$ cat config.mk
export PLATFORM = sky130hd
export DESIGN_NAME = rtc_serial_target_port
export DESIGN_NICKNAME = d
export VERILOG_FILES = /design/src/logic/rtc_port_pkg.sv /design/src/logic/rtc_serial_target_port.sv
export SDC_FILE = /design/constraint.sdc
export NUM_CORES = 2
export LEC_CHECK = 0
export BUFFER_PORTS_ARGS = -buffer_cell sky130_fd_sc_hd__buf_2
export CAP_MARGIN = 20
export CELL_PAD_IN_SITES_DETAIL_PLACEMENT = 1
export CELL_PAD_IN_SITES_GLOBAL_PLACEMENT = 2
export CORE_ASPECT_RATIO = 1.2
export CORE_MARGIN = 1
export CORE_UTILIZATION = 25
export DETAILED_ROUTE_END_ITERATION = 7
export PLACE_DENSITY = 0.46
export SLEW_MARGIN = 20
export SYNTH_ARGS = -nofsm -noshare
export SYNTH_HDL_FRONTEND = slang
export SYNTH_SLANG_ARGS = --single-unit
$ cat constraint.sdc
create_clock -name clk -period 3.9 [get_ports clk]
set_clock_uncertainty 0.2 [all_clocks]
set_input_delay 0.585 -clock clk [delete_from_list [all_inputs] [get_ports clk]]
set_output_delay 0.585 -clock clk [all_outputs]
set_load 0.01 [all_outputs]
$ cat src/logic/rtc_port_pkg.sv
// Constants shared by the two-wire target port of the clock device
package rtc_port_pkg;
   // Target addresses, upper seven bits of the first byte
   localparam logic [6:0] ADDR_CLOCK    = 7'h6F;   // 1101111b
   localparam logic [6:0] ADDR_SRAM     = 7'h57;   // 1010111b
   localparam logic       DIR_READ      = 1'b1;    // Direction bit value
   // Pointer and memory
   localparam logic [7:0] PTR_RESET     = 8'h00;
   localparam int         SRAM_DEPTH    = 128;
   localparam int         SRAM_AW       = 7;
   localparam logic [7:0] BEYOND_DATA   = 8'h00;   // Read past 7Fh
   localparam logic [2:0] BIT_LAST      = 3'h7;
   // Power-up quiet time, start conditions ignored meanwhile
   localparam int         POWERUP_NS    = 1000;
   localparam int         CLK_PERIOD_PS = 4000;
   localparam int         POWERUP_CYC   =
      (POWERUP_NS * 1000 + CLK_PERIOD_PS - 1) / CLK_PERIOD_PS;
   localparam int         PWR_W         = 9;
   // Clock-space write FIFO shape
   localparam int         FIFO_WIDTH    = 16;
   localparam int         FIFO_DEPTH    = 32;
   // Serial engine states
   typedef enum logic [3:0] {
      ST_IDLE      = 4'h0,
      ST_ADDR      = 4'h1,
      ST_ADDR_ACK  = 4'h2,
      ST_WADR      = 4'h3,
      ST_WADR_ACK  = 4'h4,
      ST_WDATA     = 4'h5,
      ST_WDATA_ACK = 4'h6,
      ST_RDATA     = 4'h7,
      ST_RDATA_ACK = 4'h8,
      ST_IGNORE    = 4'h9
   } port_state_e;
endpackage : rtc_port_pkg

$ cat src/logic/rtc_serial_target_port.sv
// Two-wire serial target port with user SRAM and clock-space write FIFO
// Behaviour
// RULE1: bytes shift most significant bit first
// RULE2: data changes only while clock low
// RULE3: data line released after power-up
// RULE4: ignore bus until start; none during power-up
// RULE5: stop returns interface to idle
// RULE6: transmitter releases after eight; receiver acks ninth
// RULE7: ack matched address, word address, write data; clock-space data not acked while the FIFO is full
// RULE8: master acks read bytes wanting more
// RULE9: address 1101111b clock space, 1010111b SRAM
// RULE10: direction bit one reads, zero writes
// RULE11: ack only when address matches
// RULE12: mismatch: no ack, ignore until start
// RULE13: word pointer resets to 00h
// RULE14: dummy-write address equals read address
// RULE15: single write: start, address, word, data, stop
// RULE16: burst writes stored consecutively, each acked; a full FIFO leaves clock-space bytes unacked
// RULE17: pointer never wraps to page start
// RULE18: read uses dummy write then repeated start
// RULE19: send bytes while master keeps acking
// RULE20: pointer loaded from word address, advances
// RULE21: master stops reading at section end
// RULE22: SRAM holds 128 bytes, no unlock needed
`timescale 1ns/1ps

module rtc_write_fifo #(
   parameter int WIDTH = 16,
   parameter int DEPTH = 32
) (
   input  wire logic             clk,      // Core clock
   input  wire logic             rst_n,    // Async reset, active low
   input  wire logic             inValid,  // Push request
   output logic                  inReady,  // Space available
   input  wire logic [WIDTH-1:0] inData,   // Pushed word
   output logic                  outValid, // Word available
   input  wire logic             outReady, // Consumer takes word
   output logic [WIDTH-1:0]      outData   // Head word
);
   localparam int AW = $clog2(DEPTH);
   logic [WIDTH-1:0] mem [0:DEPTH-1];
   logic [AW:0]      wrPtr_r;
   logic [AW:0]      rdPtr_r;
   wire              doPush;
   wire              doPop;

   // Extra pointer bit separates full from empty
   assign inReady  = (wrPtr_r - rdPtr_r) != (AW+1)'(DEPTH);
   assign outValid = wrPtr_r != rdPtr_r;
   assign doPush   = inValid && inReady;
   assign doPop    = outValid && outReady;
   assign outData  = mem[rdPtr_r[AW-1:0]];

   // Storage has no reset, pointers define validity
   always_ff @(posedge clk) begin
      if (doPush) begin
         mem[wrPtr_r[AW-1:0]] <= inData;
      end
   end

   // Pointer update
   always_ff @(posedge clk or negedge rst_n) begin
      if (!rst_n) begin
         wrPtr_r <= '0;
         rdPtr_r <= '0;
      end else begin
         wrPtr_r <= wrPtr_r + (AW+1)'(doPush);
         rdPtr_r <= rdPtr_r + (AW+1)'(doPop);
      end
   end
endmodule : rtc_write_fifo

module rtc_serial_target_port (
   input  wire logic       clk,       // Core clock, 250 MHz
   input  wire logic       rst_n,     // Async reset, active low
   input  wire logic       sclIn,     // Serial clock pin level
   input  wire logic       sdaIn,     // Serial data pin level
   output logic            sdaOut,    // Data drive value, always low
   output logic            sdaOe_n,   // Low while pulling data low
   output logic [7:0]      regRdAddr, // Clock-space read location
   input  wire logic [7:0] regRdData, // Clock-space read byte
   output logic            wrValid,   // Clock-space write pending
   input  wire logic       wrReady,   // Clock space accepts write
   output logic [7:0]      wrAddr,    // Clock-space write location
   output logic [7:0]      wrData     // Clock-space write byte
);
   rtc_port_pkg::port_state_e state_r, state_nxt;
   logic             sclM_r, sclS_r, sclP_r;
   logic             sdaM_r, sdaS_r, sdaP_r;
   logic [rtc_port_pkg::PWR_W-1:0] pwrCnt_r;
   logic             pwrOk_r;
   logic [7:0]       shReg_r, shReg_nxt;
   logic [2:0]       bitCnt_r, bitCnt_nxt;
   logic             byteDone_r, byteDone_nxt;
   logic             sdaDrv_r, sdaDrv_nxt;
   logic [7:0]       ptr_r, ptr_nxt;
   logic             isRead_r, isRead_nxt;
   logic             isSram_r, isSram_nxt;
   logic             ackSeen_r, ackSeen_nxt;
   logic             sramWe;
   logic             fifoPush;
   logic             fifoReady;
   logic [7:0]       sram [0:rtc_port_pkg::SRAM_DEPTH-1];

   // Pin synchronisers, first stage read only by the second
   always_ff @(posedge clk or negedge rst_n) begin
      if (!rst_n) begin
         sclM_r <= 1'b1;
         sclS_r <= 1'b1;
         sclP_r <= 1'b1;
         sdaM_r <= 1'b1;
         sdaS_r <= 1'b1;
         sdaP_r <= 1'b1;
      end else begin
         sclM_r <= sclIn;
         sclS_r <= sclM_r;
         sclP_r <= sclS_r;
         sdaM_r <= sdaIn;
         sdaS_r <= sdaM_r;
         sdaP_r <= sdaS_r;
      end
   end

   // Line events; start and stop need a steady high clock
   wire sclRise  = sclS_r && !sclP_r;
   wire sclFall  = !sclS_r && sclP_r;
   wire startDet = sclS_r && sclP_r && sdaP_r && !sdaS_r;
   wire stopDet  = sclS_r && sclP_r && !sdaP_r && sdaS_r;

   // Address decode of the first byte
   wire matchClock = shReg_r[7:1] == rtc_port_pkg::ADDR_CLOCK; // [RULE9]
   wire matchSram  = shReg_r[7:1] == rtc_port_pkg::ADDR_SRAM;  // [RULE9]
   wire addrMatch  = matchClock || matchSram;                 // [RULE11]
   wire ptrInSram  = !ptr_r[7];                               // [RULE22]
   wire rxState    = state_r == rtc_port_pkg::ST_ADDR ||
                     state_r == rtc_port_pkg::ST_WADR ||
                     state_r == rtc_port_pkg::ST_WDATA;
   wire cntState   = rxState || state_r == rtc_port_pkg::ST_RDATA;
   wire lastBit    = bitCnt_r == rtc_port_pkg::BIT_LAST;

   // Read source: SRAM by pointer, else the clock space byte
   wire [7:0] sramByte = ptrInSram ? sram[ptr_r[6:0]] :
                                     rtc_port_pkg::BEYOND_DATA;
   wire [7:0] rdByte   = isSram_r ? sramByte : regRdData;     // [RULE20]

   // Power-up quiet period; bus events are not looked at before it ends
   always_ff @(posedge clk or negedge rst_n) begin
      if (!rst_n) begin
         pwrCnt_r <= '0;
         pwrOk_r  <= 1'b0;
      end else if (!pwrOk_r) begin
         pwrCnt_r <= pwrCnt_r + 1'b1;
         pwrOk_r  <= pwrCnt_r ==
                     rtc_port_pkg::PWR_W'(rtc_port_pkg::POWERUP_CYC - 1);
      end
   end

   // Serial engine next state
   always_comb begin
      state_nxt    = state_r;
      shReg_nxt    = shReg_r;
      bitCnt_nxt   = bitCnt_r;
      byteDone_nxt = byteDone_r;
      sdaDrv_nxt   = sdaDrv_r;
      ptr_nxt      = ptr_r;
      isRead_nxt   = isRead_r;
      isSram_nxt   = isSram_r;
      ackSeen_nxt  = ackSeen_r;
      sramWe       = 1'b0;
      fifoPush     = 1'b0;
      if (!pwrOk_r) begin
         state_nxt  = rtc_port_pkg::ST_IDLE;                  // [RULE4]
         sdaDrv_nxt = 1'b0;                                   // [RULE3]
      end else if (stopDet) begin
         state_nxt  = rtc_port_pkg::ST_IDLE;                  // [RULE5]
         sdaDrv_nxt = 1'b0;
      end else if (startDet) begin
         state_nxt    = rtc_port_pkg::ST_ADDR;                // [RULE4]
         bitCnt_nxt   = '0;
         byteDone_nxt = 1'b0;
         sdaDrv_nxt   = 1'b0;
      end else if (sclRise) begin
         if (cntState) begin
            bitCnt_nxt   = bitCnt_r + 1'b1;
            byteDone_nxt = lastBit;
         end
         if (rxState) begin
            shReg_nxt = {shReg_r[6:0], sdaS_r};               // [RULE1]
         end
         if (state_r == rtc_port_pkg::ST_RDATA_ACK) begin
            ackSeen_nxt = !sdaS_r;                            // [RULE19]
         end
      end else if (sclFall) begin                             // [RULE2]
         case (state_r)
            rtc_port_pkg::ST_ADDR: begin
               if (byteDone_r) begin
                  byteDone_nxt = 1'b0;
                  if (addrMatch) begin
                     sdaDrv_nxt = 1'b1;                       // [RULE7]
                     isRead_nxt = shReg_r[0] ==
                                  rtc_port_pkg::DIR_READ;     // [RULE10]
                     isSram_nxt = matchSram;
                     state_nxt  = rtc_port_pkg::ST_ADDR_ACK;
                  end else begin
                     state_nxt  = rtc_port_pkg::ST_IGNORE;    // [RULE12]
                  end
               end
            end
            rtc_port_pkg::ST_ADDR_ACK: begin
               if (isRead_r) begin
                  shReg_nxt  = rdByte;                        // [RULE13]
                  sdaDrv_nxt = !rdByte[7];                    // [RULE1]
                  state_nxt  = rtc_port_pkg::ST_RDATA;
               end else begin
                  sdaDrv_nxt = 1'b0;                          // [RULE6]
                  state_nxt  = rtc_port_pkg::ST_WADR;
               end
            end
            rtc_port_pkg::ST_WADR: begin
               if (byteDone_r) begin
                  byteDone_nxt = 1'b0;
                  ptr_nxt      = shReg_r;                     // [RULE20]
                  sdaDrv_nxt   = 1'b1;                        // [RULE7]
                  state_nxt    = rtc_port_pkg::ST_WADR_ACK;
               end
            end
            rtc_port_pkg::ST_WDATA: begin
               if (byteDone_r) begin
                  byteDone_nxt = 1'b0;
                  // A full FIFO refuses the byte rather than lose it
                  if (isSram_r || fifoReady) begin
                     sdaDrv_nxt = 1'b1;                       // [RULE16]
                     ptr_nxt    = ptr_r + 8'h01;              // [RULE17]
                     sramWe     = isSram_r && ptrInSram;      // [RULE22]
                     fifoPush   = !isSram_r;
                     state_nxt  = rtc_port_pkg::ST_WDATA_ACK;
                  end else begin
                     state_nxt  = rtc_port_pkg::ST_IGNORE;
                  end
               end
            end
            rtc_port_pkg::ST_WADR_ACK,
            rtc_port_pkg::ST_WDATA_ACK: begin
               sdaDrv_nxt = 1'b0;                             // [RULE6]
               state_nxt  = rtc_port_pkg::ST_WDATA;
            end
            rtc_port_pkg::ST_RDATA: begin
               if (byteDone_r) begin
                  byteDone_nxt = 1'b0;
                  sdaDrv_nxt   = 1'b0;                        // [RULE6]
                  ptr_nxt      = ptr_r + 8'h01;               // [RULE20]
                  state_nxt    = rtc_port_pkg::ST_RDATA_ACK;
               end else begin
                  shReg_nxt  = {shReg_r[6:0], 1'b0};
                  sdaDrv_nxt = !shReg_r[6];                   // [RULE1]
               end
            end
            rtc_port_pkg::ST_RDATA_ACK: begin
               if (ackSeen_r) begin
                  shReg_nxt  = rdByte;                        // [RULE19]
                  sdaDrv_nxt = !rdByte[7];
                  state_nxt  = rtc_port_pkg::ST_RDATA;
               end else begin
                  sdaDrv_nxt = 1'b0;
                  state_nxt  = rtc_port_pkg::ST_IGNORE;
               end
            end
            default: begin
               state_nxt = state_r;
            end
         endcase
      end
   end

   // Serial engine registers
   always_ff @(posedge clk or negedge rst_n) begin
      if (!rst_n) begin
         state_r    <= rtc_port_pkg::ST_IDLE;
         shReg_r    <= '0;
         bitCnt_r   <= '0;
         byteDone_r <= 1'b0;
         sdaDrv_r   <= 1'b0;                                  // [RULE3]
         ptr_r      <= rtc_port_pkg::PTR_RESET;               // [RULE13]
         isRead_r   <= 1'b0;
         isSram_r   <= 1'b0;
         ackSeen_r  <= 1'b0;
      end else begin
         state_r    <= state_nxt;
         shReg_r    <= shReg_nxt;
         bitCnt_r   <= bitCnt_nxt;
         byteDone_r <= byteDone_nxt;
         sdaDrv_r   <= sdaDrv_nxt;
         ptr_r      <= ptr_nxt;
         isRead_r   <= isRead_nxt;
         isSram_r   <= isSram_nxt;
         ackSeen_r  <= ackSeen_nxt;
      end
   end

   // User SRAM, battery-backed in the real part, so no reset
   always_ff @(posedge clk) begin
      if (sramWe) begin
         sram[ptr_r[6:0]] <= shReg_r;                         // [RULE16]
      end
   end

   // Clock-space writes leave through the FIFO
   rtc_write_fifo #(
      .WIDTH (rtc_port_pkg::FIFO_WIDTH),
      .DEPTH (rtc_port_pkg::FIFO_DEPTH)
   ) u_fifo (
      .clk      (clk),
      .rst_n    (rst_n),
      .inValid  (fifoPush),
      .inReady  (fifoReady),
      .inData   ({ptr_r, shReg_r}),
      .outValid (wrValid),
      .outReady (wrReady),
      .outData  ({wrAddr, wrData})
   );

   // Open-drain data pin: only ever pulls low
   assign sdaOut    = 1'b0;
   assign sdaOe_n   = !sdaDrv_r;                               // [RULE6]
   assign regRdAddr = ptr_r;

   wire busQuiet = !startDet && !stopDet;
endmodule : rtc_serial_target_port

# == Word level (Yosys, flattened, before mapping) ==
# Memories as Yosys holds them, arrays and structs flattened.
# Cells that the tools add are included.
# classes
reduce_logical,41
order_cmp,0
mul,0
shift,0
n_mux,71
bitwise,3
div_mod_pow,0
n_eq_ne,32
n_addsub,6
# ops
cell,n
8-bit 2-to-1 mux,12
4-bit 2-to-1 mux,12
8-bit case mux with 3 select lines,2
1-bit 2-to-1 mux,39
4-bit case mux with 7 select lines,1
5-bit inequality test (second input constant),5
4-bit by 3-bit equality test with 1-bit output (second input constant),4
8-bit AND reduction,2
7-bit equality test (second input constant),2
6-bit by 1-bit adder with 6-bit output,2
3-bit 2-to-1 mux,4
1-bit logical AND,10
10-bit by 1-bit inequality test with 1-bit output (second input constant),1
10-bit AND reduction,1
5-bit AND reduction,2
9-bit by 1-bit adder with 9-bit output (second input constant),1
9-bit by 8-bit equality test with 1-bit output (second input constant),1
1-bit logical NOT,9
3-bit inequality test (second input constant),3
9-bit AND reduction,1
3-bit nonzero test,3
8-bit by 1-bit adder with 8-bit output (second input constant),1
4-bit by 2-bit equality test with 1-bit output (second input constant),2
1-bit case mux with 7 select lines,1
other kinds (21),32
# word_totals
mem_bits_ro,0
out_inout_bits,27
wordCells,174
latch_bits,0
mem_count,2
register_bits,56
mem_bits_rw,1536
# memory_table
name,words,word_bits,read_ports,rd_clocked_by_memory_dff,wr,line,source
sram,128,8,1,0,1,rtc_serial_target_port.sv:103,logic [7:0] sram [0:rtc_port_pkg::SRAM_DEPTH-1];
u_fifo.mem,32,16,1,0,1,rtc_serial_target_port.sv:41,logic [WIDTH-1:0] mem [0:DEPTH-1];

# == Longest topological paths before layout ==
# logic_depth
depth_word,14
ltp_mapped,14
depth_no_buf,12

# == Hierarchy ==
# A second synthesis with hierarchy kept.
# unflattened
hier_cells,3672
area_unflattened_um2,62940.4
# modules_own_cells
module,seq_area_each_um2,n_inst,area_each_um2,cells_per_inst
rtc_serial_target_port,31858.1,1,42334.4,2598
rtc_write_fifo,15675.0,1,20606.0,1074

# == Worst setup path after synthesis ==
# No wires, ideal clock.
# synth_timing
path_type,register -> register
startpoint,reg u_fifo.rdPtr_r[4]
endpoint,mem u_fifo.mem[28][0] (enable)
path_slack_ps,-304
stages_incl_launch_ff,13
n_path_buf,2
synth_period_minus_slack_ps,4204
arrival_ps,3615
setup_time_ps,388
path_cell_list,dfrtp_1 -> clkbuf_1 -> clkinv_1 -> clkbuf_1 -> ha_1 -> and2_1 -> o21ai_0 -> o31ai_1 -> a311oi_2 -> nor2_1 -> nor4b_2 -> nand3_1 -> nor2_1
# synth_between
elab_chain_len,14
# synth_lines
element,line,source
from (decl),rtc_serial_target_port.sv:43,logic [AW:0] rdPtr_r;
from (signal assigned),rtc_serial_target_port.sv:68,rdPtr_r <= rdPtr_r + (AW+1)'(doPop);
6-bit subtractor *,rtc_serial_target_port.sv:48,assign inReady = (wrPtr_r - rdPtr_r) != (AW+1)'(DEPTH);
6-bit inequality test *,rtc_serial_target_port.sv:48,
1-bit logical OR,rtc_serial_target_port.sv:231,if (isSram_r || fifoReady) begin
1-bit 2-to-1 mux,rtc_serial_target_port.sv:231,
1-bit 2-to-1 mux,rtc_serial_target_port.sv:228,if (byteDone_r) begin
1-bit 2-to-1 mux,rtc_serial_target_port.sv:194,case (state_r)
1-bit 2-to-1 mux,rtc_serial_target_port.sv:193,end else if (sclFall) begin
1-bit 2-to-1 mux,rtc_serial_target_port.sv:182,end else if (sclRise) begin
1-bit 2-to-1 mux,rtc_serial_target_port.sv:177,end else if (startDet) begin
1-bit 2-to-1 mux,rtc_serial_target_port.sv:174,end else if (stopDet) begin
1-bit 2-to-1 mux,rtc_serial_target_port.sv:171,if (!pwrOk_r) begin
1-bit logical AND *,rtc_serial_target_port.sv:50,assign doPush = inValid && inReady;
1-bit 2-to-1 mux *,rtc_serial_target_port.sv:56,if (doPush) begin
1-bit 2-to-1 mux (not written as such) *,rtc_serial_target_port.sv:57,mem[wrPtr_r[AW-1:0]] <= inData;
to (decl),rtc_serial_target_port.sv:41,
# Mark *: on every way between the ends. The rest lies on a longest branch, timed or not.

# == Worst setup path in the final report ==
# layout_timing
startpoint,reg u_fifo.rdPtr_r[0]
endpoint,out wrData[1]
# layout_between
elab_chain_len,1
# layout_lines
element,line,source
memory 32 x 16 bit,n/a,
to (decl),rtc_serial_target_port.sv:85,output logic [7:0] wrData
# No other way between the ends.

==> impl_metrics.yaml <==
timing:
  slew_headroom_pct: 29.2
  grt_setup_unrepaired: "yes"
  worstMarginPinSlew_ns: 1.06
  post-route-period-util_pct: 103
  hold_viol: 0
  period_minus_slack_ns: 4.00
  slew_viol_final: 0
  holdWs_ns: 0.107
  layout_setup_ws_ns: -0.103
  fmax_ghz: 0.250
  setup_viol_count_final: 16
synth:
  synth_top_area_share_pct: 73.6
  synth_ff_type: "edfxtp_1"
  synth-xor-area-share_pct: 0.306
  synth-compound-area-share_pct: 7.00
  synth_top_family_by_area: "multiplexers"
  synthTopCellsByArea: "edfxtp_1, mux4_2, dfrtp_1"
  yosys_warnings: 0
  ys_ff_latch: 1592
  syn_avg_cell_area_sq_um: 18.1
  synth_seq_area_share_pct: 75.9
  synth_cell_types: 79
  synth-edff-count: 1536
  synthAdderAreaFrac_pct: 0.340
  synth.area.mux_share_pct: 10.7
  netlist_area_sq_um: 62600
  syn-num-nets: 3483
  synthSimpleGateAreaFrac_pct: 4.08
  synth_cells: 3453
  yosys.area.top_type: "edfxtp_1"
  async_reset_ff_share_pct: 3.52
placement:
  dp_hpwl_microns: 139000
  post_dp_cell_area_sq_um: 69700
  place_ws_ns: -0.0175
  place.gp.congestion: 0.805
  io_buffer_count: 38
grt:
  grt_busiest_layer: "met2"
  antenna_found_initial: 18
  grt_usage_pct: 17.5
  overflow: 0
  grt_pass1_wl_microns: 311000
  grt_max_degree: 164
  gr-usage-met3_pct: 2.22
  grt_pass1_vias: 36700
  use_met2_pct: 30.5
  grt_util_met1_pct: 23.0
pwr:
  vdd_drop_max_v: 0.000316
  power_density_nw_per_um2: 462
  p_leak_nw: 25.9
floorplan:
  core_region_area_sq_um: 248000
  fp.dieH_microns: 550
  start_util_pct: 25.2
  floorplan.rows: 200
  ios: 40
  dieWidth_microns: 459
  dieArea_sq_um: 253000
setup_path:
  crit_arrival_ns: 3.22
  critPathMaxFanout: 7
  crit_type: "register to output pin"
  critical_path_required_ns: 3.12
  worstSetupStartpointType: "register"
  end_kind: "output pin"
final_layout:
  area_delta_synth_final_pct: 22.3
  drive_gt1_share_pct: 27.9
  nNetsFinal: 3903
  design_area_sq_um: 76600
  n_fill_cell: 25400
clocking:
  clk_pin_slew_ns: 0.06
  clock-sinks: 1592
  h-tree-depth: 4
  clockBufferDepth: 4
  cts-root-buf: "clkbuf_16"
  cts_made_buffers: 183
  insertion_delay_ns: 0.86
  cts_tree: "built"
routing:
  post_drt_wl_per_cell_microns: 30.7
  vias: 34800
  drt_iter0_markers: 2827
  avgViaCountPerCell: 4.73
  routed_wl_microns: 226000
  drc: 0
  firstDrtPassIters: 5
  postRouteAntennaNets: 0
outcome:
  violations: "setup timing"
  outcome: "finished, violations left"
flow_run:
  max-cap-violations: 0
hold_path:
  min_path_type: "input pin to register"
-- cells in the mapped netlist (17+ instances only) --
master    instances
edfxtp_1       1536
nor2_1          276
mux4_2          211
nand2_1         170
a21oi_1         120
a221oi_1        113
o21ai_0          98
mux2i_1          95
clkbuf_1         88
mux2_2           88
buf_2            73
a22oi_1          64
dfrtp_1          50
a221o_1          30
a22o_1           30
buf_1            26
nand3_1          26
buf_4            22
o211ai_1         21
a31oi_1          19
ha_1             17
-- repair_timing --
action	in CTS	in global routing
hold buffers	9	0
resized for setup	48	24
gates cloned	9	6
setup buffers	3	23
hold endpoints to repair	51	0
setup endpoints to repair	17	239
pin swaps	7	31
-- flip-flops by register name (all words and copies together) (netlist names), 3 cells and up --
| register | cells |
|---|---|
| sram | 1024 |
| u_fifo.wrPtr_r | 6 |
| u_fifo.rdPtr_r | 6 |
| regRdAddr | 8 |
| shReg_r | 8 |
| pwrCnt_r | 9 |
| u_fifo.mem | 512 |
| bitCnt_r | 3 |
| state_r | 4 |
-- stage by stage --
stage	instances	total power, mW	util (%)	setup TNS, ns
3_5_place_dp	6970	18.9	28.1	-0.0175
5_1_grt	7348	36.4	30.8	-2.64
4_1_cts	7317	35.9	30.6	-2.78
2_1_floorplan	3453	18.8	-	-25.79
3_3_place_gp	6969	18.9	28.1	-0.0215
6_report	7351	35.4	30.8	-0.893
-- power by group --
group / internal (mW) / switching, mW / leakage, nW / total (mW)
registers: 18.5 / 0.00329 / 16.8 / 18.5
clock network: 9.73 / 7.10 / 2.80 / 16.8
logic: 0.0178 / 0.0398 / 6.28 / 0.0577
-- metal layers --
metal	share of wire (%)	vias to the layer above
li1	-	14900
met5	0.025	-
met2	50	745
met1	44	18800
met3	3.5	269
met4	2.4	8
-- critical path, stage by stage (launching register included) --
cell,delay (ns)
dfrtp_4,0.56
buf_12,0.22
buf_16,0.18
mux4_2,0.56
mux4_2,0.54
nand2_2,0.11
nand2_4,0.06
buf_6,0.12
-- final timing paths --
| check | from | to | slack (ns) | depth (start not counted) |
|---|---|---|---|---|
| max reg2reg | regRdAddr[2] | shReg_r[6] | 0.04 | 9 |
| min in group asynchronous | rst_n | pwrOk_r | 0.18 | 2 |
| min reg2reg | sclM_r | sclS_r | 0.13 | 0 |
| max in group asynchronous | rst_n | sdaM_r | 2.55 | 3 |
| max | u_fifo.rdPtr_r[0] | wrData[1] | -0.10 | 7 |
| min | regRdData[5] | shReg_r[5] | 0.11 | 4 |
-- cells in the final DEF (no fill, tap or decap), types with 95 or more instances in the layout --
master	n
a21oi_1	119
a221oi_1	113
buf_4	319
clkbuf_16	192
edfxtp_1	1536
mux2i_1	95
mux4_2	211
nand2_1	137
nor2_1	236
o21ai_0	98
-- final cells by class --
| cell class | instances | area, sq um | share of cell area, % |
|---|---|---|---|
| Timing Repair Buffer | 446 | 4480 | 5.84 |
| Clock buffer | 233 | 4830 | 6.31 |
| Multi-Input combinational cell | 1628 | 14500 | 19.0 |
| Clock inverter | 93 | 863 | 1.13 |
| Inverter | 22 | 87.6 | 0.114 |
| Tap cell | 3333 | 4170 | 5.45 |
| Antenna cell | 4 | 10.0 | 0.0131 |
| Sequential cell | 1592 | 47600 | 62.1 |
-- cell families after synthesis --
logic type,count (synthesis)
flip-flops,1592
AO/OA/AOI/OAI,613
AND/OR/NAND/NOR,582
multiplexers,394
buffers and inverters,233
XOR/XNOR,21
adder cells (fa/ha/maj),17
other,1
No activity file was read; power rests on OpenSTA's default activity.
